===== config.mk =====
export PLATFORM = sky130hd
export DESIGN_NAME = adc_batt_regs
export DESIGN_NICKNAME = d
export VERILOG_FILES = /design/src/pkg/flash_regs_pkg.sv /design/src/hdl/adc_batt_regs.sv /design/src/hdl/pin_sync.sv
export SDC_FILE = /design/constraint.sdc
export NUM_CORES = 1
export LEC_CHECK = 0
export ABC_AREA = 1
export ABC_CLOCK_PERIOD_IN_PS = 1300
export BUFFER_PORTS_ARGS = -buffer_cell sky130_fd_sc_hd__buf_2
export CELL_PAD_IN_SITES_DETAIL_PLACEMENT = 1
export CELL_PAD_IN_SITES_GLOBAL_PLACEMENT = 2
export CORE_AREA = 2 2 68 70
export CTS_BUF_LIST = sky130_fd_sc_hd__clkbuf_8 sky130_fd_sc_hd__clkbuf_16
export DETAILED_ROUTE_END_ITERATION = 16
export DIE_AREA = 0 0 70 72
export GPL_TIMING_DRIVEN = 0
export PLACE_DENSITY = 0.83
export SLEW_MARGIN = 20
export SYNTH_ARGS = -nofsm -noshare
export SYNTH_HDL_FRONTEND = slang
export SYNTH_SLANG_ARGS = --single-unit

===== constraint.sdc =====
create_clock -name clk_sys -period 1.3 [get_ports clk_sys]
set_input_delay 0.065 -clock clk_sys [delete_from_list [all_inputs] [get_ports clk_sys]]
set_output_delay 0.065 -clock clk_sys [all_outputs]
set_load 0.03 [all_outputs]

===== src/pkg/flash_regs_pkg.sv =====
// constants and types for the adc and low-supply register pair
package flash_regs_pkg;
   localparam logic [7:0] ADC_CTRL_OFFSET = 8'h08;
   localparam logic [7:0] BATT_LOW_OFFSET = 8'h09;
   localparam int TEST_MODE_BIT = 7;
   localparam int LOW_FLAG_BIT = 6;
   localparam int RESULT_MSB = 5;
   localparam int RESULT_LSB = 2;
   localparam int MODE_MSB = 1;
   localparam int MODE_LSB = 0;
   localparam int SOFT_LIMIT_BIT = 7;
   localparam int LED_CUR_MSB = 6;
   localparam int LED_CUR_LSB = 3;
   localparam int THRESH_MSB = 2;
   localparam int THRESH_LSB = 0;
   localparam logic RESET_TEST_MODE = 1'b0;
   localparam logic RESET_SOFT_LIMIT = 1'b1;
   localparam logic [3:0] RESET_LED_CURRENT = 4'ha;
   localparam logic [2:0] RESET_THRESHOLD = 3'h0;
   localparam logic [3:0] RESET_RESULT = 4'h0;
   localparam logic [2:0] THRESH_DISABLED = 3'h0;
   typedef enum logic [1:0] {
      ADC_OFF = 2'b00,
      ADC_LED_VF = 2'b01,
      ADC_DIE_TEMP = 2'b10,
      ADC_EXT_VOLT = 2'b11
   } adc_mode_t;
endpackage


===== src/hdl/adc_batt_regs.sv =====
// adc control/status and low-supply control registers of the flash driver
//
// Summary of operation
// - bit 7 of the adc register is a read/write test-mode enable, cleared by reset.
// - bit 6 is a read-only flag that is 1 while the supply is below the armed low threshold.
// - bits 5 to 2 of the adc register return the four-bit conversion result.
// - bits 1 to 0 pick the converter mode: off, led forward voltage, die temperature or external voltage.
// - bit 7 of the low-supply register enables soft peak limiting, set by reset; when clear a peak hit shuts down.
// - bits 6 to 3 hold the read-only low-supply led current code, 1010 after reset.
// - bits 2 to 0 hold the read/write supply threshold, 000 disabling the low-supply function.
`timescale 1ns/10ps
module adc_batt_regs
   import flash_regs_pkg::*;
(
   input wire logic clk_sys,
   input wire logic reset,
   input wire logic [7:0] regAddr,
   input wire logic regWrite,
   input wire logic [7:0] regWdata,
   input wire logic regRead,
   output logic [7:0] regRdata,
   input wire logic convDone,
   input wire logic [3:0] convValue,
   input wire logic supplyBelow,
   input wire logic peakLimitHit,
   output logic [1:0] adcMode,
   output logic testModeEn,
   output logic softPeakLimitEn,
   output logic [3:0] lowSupplyLedCurrent,
   output logic [2:0] lowSupplyThreshold,
   output logic lowSupplyActive,
   output logic shutdownReq
);
   import flash_regs_pkg::*;

   typedef struct packed {
      logic testMode;
      logic lowFlag;
      logic [3:0] result;
      adc_mode_t mode;
      logic softLimit;
      logic [3:0] ledCurrent;
      logic [2:0] threshold;
      logic [7:0] rdata;
      logic shutdown;
   } regs_state_t;

   regs_state_t state_q;
   regs_state_t state_d;

   logic [1:0] pinSync;
   logic belowSync;
   logic peakSync;

   logic adcSel;
   logic battSel;
   logic adcWrite;
   logic battWrite;
   logic adcRead;
   logic battRead;

   logic wrTestMode;
   logic [1:0] wrModeCode;
   logic wrSoftLimit;
   logic [2:0] wrThreshold;

   logic thresholdArmed;
   logic measuring;
   logic peakTrip;
   wire logic [7:0] adcView;
   wire logic [7:0] battView;

   // analog comparators are asynchronous to the register clock
   pin_sync #(
      .WIDTH(2)
   ) u_sync (
      .clk_sys(clk_sys),
      .reset(reset),
      .asyncIn({supplyBelow, peakLimitHit}),
      .syncOut(pinSync)
   );

   assign belowSync = pinSync[1];
   assign peakSync = pinSync[0];

   // exact address match, anything else is unmapped and reads zero
   assign adcSel = (regAddr == ADC_CTRL_OFFSET);
   assign battSel = (regAddr == BATT_LOW_OFFSET);
   assign adcWrite = regWrite && adcSel;
   assign battWrite = regWrite && battSel;
   assign adcRead = regRead && adcSel;
   assign battRead = regRead && battSel;

   // only the writable fields are picked out of the write data
   assign wrTestMode = regWdata[TEST_MODE_BIT];
   assign wrModeCode = regWdata[MODE_MSB:MODE_LSB];
   assign wrSoftLimit = regWdata[SOFT_LIMIT_BIT];
   assign wrThreshold = regWdata[THRESH_MSB:THRESH_LSB];

   // code 000 leaves the low-supply function off
   assign thresholdArmed = (state_q.threshold != THRESH_DISABLED);
   assign measuring = (state_q.mode != ADC_OFF);
   // only the hard limit setting turns a peak into a shutdown
   assign peakTrip = peakSync && !state_q.softLimit;

   // read image of the adc register
   assign adcView[TEST_MODE_BIT] = state_q.testMode;
   assign adcView[LOW_FLAG_BIT] = state_q.lowFlag;
   assign adcView[RESULT_MSB:RESULT_LSB] = state_q.result;
   assign adcView[MODE_MSB:MODE_LSB] = state_q.mode;

   // read image of the low-supply register
   assign battView[SOFT_LIMIT_BIT] = state_q.softLimit;
   assign battView[LED_CUR_MSB:LED_CUR_LSB] = state_q.ledCurrent;
   assign battView[THRESH_MSB:THRESH_LSB] = state_q.threshold;

   always_comb begin
      state_d = state_q;

      // host writes to the adc register
      if (adcWrite) begin
         state_d.testMode = wrTestMode;
      end
      if (adcWrite) begin
         case (wrModeCode)
            2'b00: begin
               state_d.mode = ADC_OFF;
            end
            2'b01: begin
               state_d.mode = ADC_LED_VF;
            end
            2'b10: begin
               state_d.mode = ADC_DIE_TEMP;
            end
            2'b11: begin
               state_d.mode = ADC_EXT_VOLT;
            end
            default: begin
               state_d.mode = ADC_OFF;
            end
         endcase
      end

      // host writes to the low-supply register
      if (battWrite) begin
         state_d.softLimit = wrSoftLimit;
      end
      if (battWrite) begin
         state_d.threshold = wrThreshold;
      end

      // led current field is read-only, writes leave it alone
      state_d.ledCurrent = RESET_LED_CURRENT;

      // conversions only land while a measurement is selected
      if (convDone && measuring) begin
         state_d.result = convValue;
      end

      // flag is only meaningful with a threshold armed
      if (thresholdArmed) begin
         state_d.lowFlag = belowSync;
      end else begin
         state_d.lowFlag = 1'b0;
      end

      // hard limit latches the shutdown until the host re-enables soft mode
      if (peakTrip) begin
         state_d.shutdown = 1'b1;
      end else if (state_q.softLimit) begin
         state_d.shutdown = 1'b0;
      end

      // read data stands one cycle, then drops back to zero
      if (adcRead) begin
         state_d.rdata = adcView;
      end else if (battRead) begin
         state_d.rdata = battView;
      end else begin
         state_d.rdata = 8'h00;
      end
   end

   always_ff @(posedge clk_sys or posedge reset) begin
      if (reset) begin
         // adc register
         state_q.testMode <= RESET_TEST_MODE;
         state_q.lowFlag <= 1'b0;
         state_q.result <= RESET_RESULT;
         state_q.mode <= ADC_OFF;

         // low-supply register
         state_q.softLimit <= RESET_SOFT_LIMIT;
         state_q.ledCurrent <= RESET_LED_CURRENT;
         state_q.threshold <= RESET_THRESHOLD;

         // bus and shutdown
         state_q.rdata <= 8'h00;
         state_q.shutdown <= 1'b0;
      end else begin
         state_q <= state_d;
      end
   end

   // bus side
   assign regRdata = state_q.rdata;

   // control outputs to the analog blocks
   assign adcMode = state_q.mode;
   assign testModeEn = state_q.testMode;
   assign softPeakLimitEn = state_q.softLimit;
   assign lowSupplyLedCurrent = state_q.ledCurrent;
   assign lowSupplyThreshold = state_q.threshold;
   assign lowSupplyActive = state_q.lowFlag;
   assign shutdownReq = state_q.shutdown;
endmodule // adc_batt_regs


===== src/hdl/pin_sync.sv =====
// two-flop synchroniser for a bus of asynchronous levels
`timescale 1ns/10ps
module pin_sync #(
   parameter int WIDTH = 1
) (
   input wire logic clk_sys,
   input wire logic reset,
   input wire logic [WIDTH-1:0] asyncIn,
   output logic [WIDTH-1:0] syncOut
);
   typedef struct packed {
      logic [WIDTH-1:0] stage1;
      logic [WIDTH-1:0] stage2;
   } sync_state_t;
   sync_state_t state_q;
   sync_state_t state_d;

   always_comb begin
      state_d.stage1 = asyncIn;
      state_d.stage2 = state_q.stage1;
   end

   always_ff @(posedge clk_sys or posedge reset) begin
      if (reset) begin
         state_q <= '0;
      end else begin
         state_q <= state_d;
      end
   end

   assign syncOut = state_q.stage2;
endmodule // pin_sync


Yosys cells after proc, flatten, opt, wreduce, memory -nomap -nowiden --
Cells that the tools add are included.
Operators by class: equality and inequality tests 5, reductions and logical operators 11, multiplexer cells 6
Operators by type and width (number):
- 8-bit by 4-bit equality test with 1-bit output (second input constant) | 2
- 8-bit 2-to-1 mux | 2
- 2-bit case mux with 4 select lines | 1
- 1-bit logical AND | 6
- 2-bit equality test (second input constant) | 2
- 2-bit nonzero test | 2
- 1-bit 2-to-1 mux | 3
- 3-bit nonzero test | 1
- 2-bit by 1-bit equality test with 1-bit output (second input constant) | 1
- 2-bit logical NOT | 1
- 1-bit logical NOT | 1
Storage, ports and cells: register bits 25

Depth between registers and ports, before layout --
Gate-level depths: netlist of run 1.
depth in word-level cells 4, gate-level depth with buffers 6, gate-level depth less buffers 6

Hierarchy --
A second synthesis of run 1 with hierarchy kept.
Second synthesis, totals: cells, all modules 116, area total of the unflattened synthesis 1062.3 um2
By module, submodules not included:
- adc_batt_regs | instances 1, seq. area each 526.8 um2, area an instance 958.4 um2, cells each 111
- pin_sync | instances 1, seq. area each 100.1 um2, area an instance 103.8 um2, cells each 5

Worst setup path after synthesis of run 1 --
No wires, ideal clock.
path kind register to register, from register state_q, in the netlist adcMode[1], to register state_q, in the netlist adcView[2], setup slack 343 ps, cell stages (with the launch flop) 3, required time 1162 ps, buffers on the path 0, data arrival time 819 ps, library setup time 138 ps, path through dfrtp_1 o21ai_1 o21ai_0
On the way: cells in the longest elaborated chain, start to end 2
RTL lines:
- start: declaration | RTL line adc_batt_regs.sv:48 | regs_state_t state_q;
- start signal: assignment | RTL line adc_batt_regs.sv:201 | state_q <= state_d;
- 2-bit nonzero test | RTL line adc_batt_regs.sv:102 | assign measuring = (state_q.mode != ADC_OFF);
- 1-bit logical AND | RTL line adc_batt_regs.sv:156 | if (convDone && measuring) begin
Every way passes these cells. A chain may end at the register's enable or synchronous reset.

Worst setup path after layout of run 1 --
from register state_q, in the netlist softPeakLimitEn, to output port softPeakLimitEn
RTL lines:
- end: declaration | RTL line adc_batt_regs.sv:28 | output logic softPeakLimitEn,
No word-level cell between the ends.

==> impl_metrics.toml, run 1 <==
[yosys]
syn-cell-area_mm2 = 0.00105
yosysWarningCount = 0
synth_compound_gate_area_share_pct = 3.23
synth_mux_area_share_pct = 0
synth-async-reset-ratio_pct = 100
synth_flop_cell = "dfrtp_1"
synth.most_common_cell = "nand2_1"
synth_adder_area_share_pct = 0
synth_xor_area_share_pct = 0
synth_area_leader_cell = "dfrtp_1"
synthSimpleGateAreaFrac_pct = 27.4
ys_top_cells_by_count = "nand2_1 (28), dfrtp_1 (24), nand3_1 (19)"
syn-instance-count = 115
syn_avg_cell_area_um2 = 9.10
ys_top_cells_by_area = "dfrtp_1 (57%), nand2_1 (10%), nand3_1 (9.1%)"
seq_area_frac_synth_pct = 59.9
synth-seq-cells = 25
synth_top_area_share_pct = 57.4
synth_edf_count = 0
synth_top_family_by_area = "simple AND/OR/NAND/NOR gates"
yosysUniqueCellTypes = 17

[pwr]
p_sw_uw = 420
vdd_drop_max_mv = 0.588
sequentialPowerShare_pct = 56.6
power_density_mw_per_mm2 = 1140
internal_power_uw = 1150
p_leak_uw = 0.000796
p_comb_share_pct = 14.7
pwr-share-clk_pct = 28.7
swShare_pct = 26.8

[final_layout]
fin_nets = 189
syn2layout_area_growth_pct = 31.8
drive_above_1_share_pct = 34.8
fin_util_pct = 32.3
diodes = 0

[route]
wire_per_inst_um = 12.1
postRouteAntennaNets = 0
drt-pass1-iter-count = 3
drtIter0Drc = 16
vias = 905
viasPerCell = 4.25
drc_errors = 0
wl_um = 2580

[worst_setup_path]
cp_slowest_stage_delay_ns = 0.57
crit_path_cell_trace = "buf_2"
required_ns = 1.24
rrSetupSlack_ns = 0.26
r2r_start = "adcMode[1]"
crit_fanout = 4
cp_num_buf_inv = 1
crit_path_end_kind = "output pin"
criticalPathCategory = "reg2out"
worstPathArrival_ns = 1.04
crit_path_start_kind = "flip-flop"
cp_top_family = "flip-flops"
slowest_stage = "dfstp_2"
timing.rr.end = "adcView[3]"
r2r_cells = 3

[global_route]
grt_max_degree = 26
grt_pass1_vias = 953
overflow = 0
antenna_found_initial = 0
track_usage_pct = 10.9
grt_pass1_wl_um = 4380

[timing]
maxClockFrequency_ghz = 0.907
finClkSkew_ns = 0.00519
whs_ns = -0.0139
worst_pin_slew_ns = 0.916
rsz0062_at_grt = "false"
finalSetupTns_ns = 0
finalMaxSlewViolations = 0
fin_crit_sh_pct = 84.8
maxSlewHeadroom_pct = 38.8
setup_violations = 0
hold_viol = 24
fin_crit_ns = 1.10

[min_path]
hp-class = "in2async"

[placement]
place_congestion = 0.720
hpwl_um = 2110
io_buffers = 38

[clocking]
clk-insertion-delay-late_ns = 0.27
cts.path.max_buffers = 2
post-cts-setup-buffers = 0
cts.reportedPaths.clkPinSlew_ns = 0.09
cts_tree = "yes"
cts_made_buffers = 3
cts-root-buf = "clkbuf_8"
cts_sinks = 25
htree_levels = 1

[floorplan]
pin_count = 48
rows = 24
start_util_pct = 24.5
fp.dieW_um = 70
die_h_um = 72
core_mm2 = 0.00426
dieArea_mm2 = 0.00504

[run]
drv_cap = 0

[outcome]
status = "finished with violations"
violations = "negative hold slack"
-- stage by stage --
stage,instances,power [uW],cell area (um^2),worst slack [ns],hold slack [ns]
2_1_floorplan,117,1040,1050,0.343,0.0916
3_3_place_gp,207,1110,1310,0.199,0.175
3_5_place_dp,207,1130,1310,0.122,0.180
4_1_cts,213,1600,1380,0.100,0.0274
5_1_grt,213,1670,1380,0.0904,0.0252
6_report,213,1570,1380,0.198,-0.0139
-- sequential cells by signal (all words and copies together), names as in the netlist --
signal and count:
testModeEn 1, u_sync.state_d 2, softPeakLimitEn 1, lowSupplyThreshold 3
adcMode 2, regRdata 8, adcView 4, u_sync.syncOut 2
shutdownReq 1, lowSupplyActive 1
-- power by group through the flow --
stage | Clock [uW] | Combinational, uW | Sequential, uW
floorplan | 0 | 126 | 917
global placement | 0 | 216 | 898
detailed placement | 0 | 229 | 902
CTS | 475 | 234 | 886
global route | 512 | 260 | 898
finish | 450 | 231 | 887
-- routing by layer --
layer	routed length, um	vias up	share of wire [%]	GRT usage, %
met5	0	-	0	0
met4	23	0	0.89	2.56
met3	109	2	4.2	2.78
met2	1420	24	55	20.5
met1	1040	438	40	12.5
li1	-	441	-	-
-- cell usage in the layout, fill, tap and decap left out --
cell | Yosys | routed
buf_2 | 1 | 39
nand2_1 | 28 | 28
dfrtp_1 | 24 | 24
nand3_1 | 19 | 19
nor2_1 | 12 | 12
inv_1 | 10 | 10
buf_4 | 6 | 6
conb_1 | 2 | 4
clkbuf_8 | 0 | 3
nand2_2 | 2 | 2
nor2_4 | 2 | 2
a21oi_1 | 2 | 2
o21ai_0 | 2 | 2
dlygate4sd3_1 | 0 | 2
clkbuf_1 | 1 | 1
nor2_2 | 1 | 1
o21ai_2 | 0 | 1
o31a_1 | 1 | 1
clkinv_2 | 0 | 1
dfstp_2 | 1 | 1
-- kinds of logic (layout without fill, tap and decap cells) --
kind of cell,after synthesis,count (layout)
buf+inv,18,62
flops,25,25
other cells,2,4
compound gates,6,6
simple gates,64,64
-- area by class of cell --
cell class / count / area (um^2)
repair buffers: 40 / 210
multi-input cells: 74 / 339
inverters: 10 / 37.5
well taps: 52 / 65.1
clock inverters: 1 / 5.00
plain buffers: 8 / 53.8
fillers: 531 / 2890
clock buffers: 3 / 41.3
flip-flops and latches: 25 / 627
-- worst max-delay path by stage --
stage                     from              end  slack [ns]  cells past startpoint
3_3_place_gp        adcMode[1]       adcView[2]        0.20                      2
4_1_cts             adcMode[1]       adcView[3]         0.1                      3
5_1_grt             adcMode[1]       adcView[3]        0.09                      3
3_5_place_dp        adcMode[1]       adcView[3]        0.12                      3
6_report       softPeakLimitEn  softPeakLimitEn        0.20                      1
2_1_floorplan       adcMode[1]       adcView[2]        0.34                      2
-- timing repair --
item                                    CTS  global route
endpoints found under the setup margin    0             2
hold buffers                              2             0
endpoints found under the hold margin     2             0
gates resized for setup                   0             1
No activity file was read; power rests on OpenSTA's default activity.
==> run 2: changes to the inputs <==
Settings changed: ABC_CLOCK_PERIOD_IN_PS 1300 to 1100.
Clock period 1.3 ns to 1.1 ns, I/O delays scaled along.
==> run 2 against run 1 <==
The run still ends with negative hold slack left. Cell count stayed put. Combinational power increased by 22%. Worst hold slack worse by 0.0097 ns. Core utilization is 0.59 points higher. First-iteration DRC count grew 38%. Critical path type unchanged. Highest routed layer unchanged.
==> impl_metrics.toml, run 2 (synthesized netlist as in run 1, its figures left out) <==
[outcome]
status = "finished with violations"
violations = "negative hold slack"

[floorplan]
dieArea_mm2 = 0.00504
rows = 24
die_h_um = 72
pin_count = 48
core_mm2 = 0.00426
start_util_pct = 24.5
fp.dieW_um = 70

[global_route]
grt_max_degree = 26
overflow = 0
grt_pass1_vias = 953
antenna_found_initial = 0
track_usage_pct = 10.9
grt_pass1_wl_um = 4370

[route]
drc_errors = 0
wl_um = 2570
drt-pass1-iter-count = 3
wl_met1_um = 1050
vias = 908
wire_per_inst_um = 12.1
wl_met3_um = 107
drtIter0Drc = 22
postRouteAntennaNets = 0
routed.top_layer = "met4"
dr_wl_met2_um = 1390
viasPerCell = 4.26

[timing]
maxClockFrequency_ghz = 0.947
rsz0062_at_grt = "false"
fin_crit_sh_pct = 96.0
fin_crit_ns = 1.06
maxSlewHeadroom_pct = 38.8
hold_viol = 24
setup_violations = 0
worst_pin_slew_ns = 0.917
whs_ns = -0.0236
finalMaxSlewViolations = 0
finClkSkew_ns = 0.00417

[pwr]
p_leak_uw = 0.000795
power_density_mw_per_mm2 = 1330
vdd_drop_max_mv = 0.699

[worst_setup_path]
cp_num_buf_inv = 1
slowest_stage = "dfstp_2"
timing.rr.end = "adcView[3]"
required_ns = 1.04
cp_top_family = "flip-flops"
criticalPathCategory = "reg2out"
crit_path_cell_trace = "buf_4"
r2r_cells = 3
crit_path_start_kind = "flip-flop"
worstPathArrival_ns = 1.00
crit_path_end_kind = "output pin"
cp_slowest_stage_delay_ns = 0.57
crit_fanout = 4
rrSetupSlack_ns = 0.13
r2r_start = "adcMode[0]"

[placement]
place_congestion = 0.720
hpwl_um = 2110
placed_cells = 207
io_buffers = 38

[final_layout]
diodes = 0
fin_nets = 189
final_common_cell = "buf_2"
stdcell_count = 213
largest_reg_flops = 8
syn2layout_area_growth_pct = 34.2
drive_above_1_share_pct = 36.0
final_cell_mix = "buf_2 (36), nand2_1 (28), dfrtp_1 (22)"

[clocking]
cts_made_buffers = 3
cts_sinks = 25
clk-insertion-delay-late_ns = 0.27
cts_tree = "yes"
cts-root-buf = "clkbuf_8"
cts.reportedPaths.clkPinSlew_ns = 0.09
cts.path.max_buffers = 2
htree_levels = 1

[run]
drv_cap = 0

[min_path]
hp-class = "in2async"
==> run 2: cell count changes in the layout (fill, tap and decap cells not counted) <==
cell / before / now
buf_4: 6 / 7
buf_2: 39 / 36
o21ai_2: 1 / 0
buf_6: 0 / 2
dfrtp_1: 24 / 22
dfrtp_2: 0 / 2
o21ai_4: 0 / 1
==> run 2: through the flow <==
step	power [uW]	cell area, um^2	setup TNS (ns)	util (%)	setup WS [ns]
2_1_floorplan	1230	1050	0	-	0.143
3_3_place_gp	1320	1310	-0.000657	30.7	-0.000657
3_5_place_dp	1340	1310	-0.190	30.7	-0.0783
4_1_cts	1890	1380	0	32.5	0.00797
5_1_grt	1980	1400	0	32.9	0.000471
6_report	1860	1400	0	32.9	0.0436
==> run 2: worst max path at each step <==
stage                         start               to  slack [ns]  cells past startpoint
floorplan                adcMode[1]       adcView[2]        0.14                      2
global placement         adcMode[1]       adcView[2]     -0.0007                      2
detailed placement       adcMode[1]       adcView[3]       -0.08                      3
CTS                      adcMode[1]       adcMode[1]       0.008                      2
global route             adcMode[0]       adcView[3]      0.0005                      3
finish              softPeakLimitEn  softPeakLimitEn        0.04                      1
==> run 2: cell type report <==
class | count | area, um^2
timing repair buffer | 40 | 225
clock buffer | 3 | 41.3
tap | 52 | 65.1
inverter | 10 | 37.5
fill | 525 | 2860
multi-input combinational | 74 | 347
sequential | 25 | 629
buffer | 8 | 53.8
clock inverter | 1 | 5.00
==> run 2: metal layers <==
layer	track usage, %	up-vias
met4	2.56	0
met1	12.4	441
li1	-	441
met3	2.78	2
met5	0	-
met2	20.5	24
==> run 2: timing repair <==
action                     4_1_cts  5_1_grt
setup endpoints to repair        5        5
gates cloned                     0        0
resized for setup                3        7
setup buffers                    0        0
hold endpoints to repair         2        0
pin swaps                        0        1
hold buffers                     2        0
==> run 2: power by group <==
group / internal (uW) / switching [uW]
combinational: 107 / 174
clock: 253 / 281
sequential: 1000 / 46.0
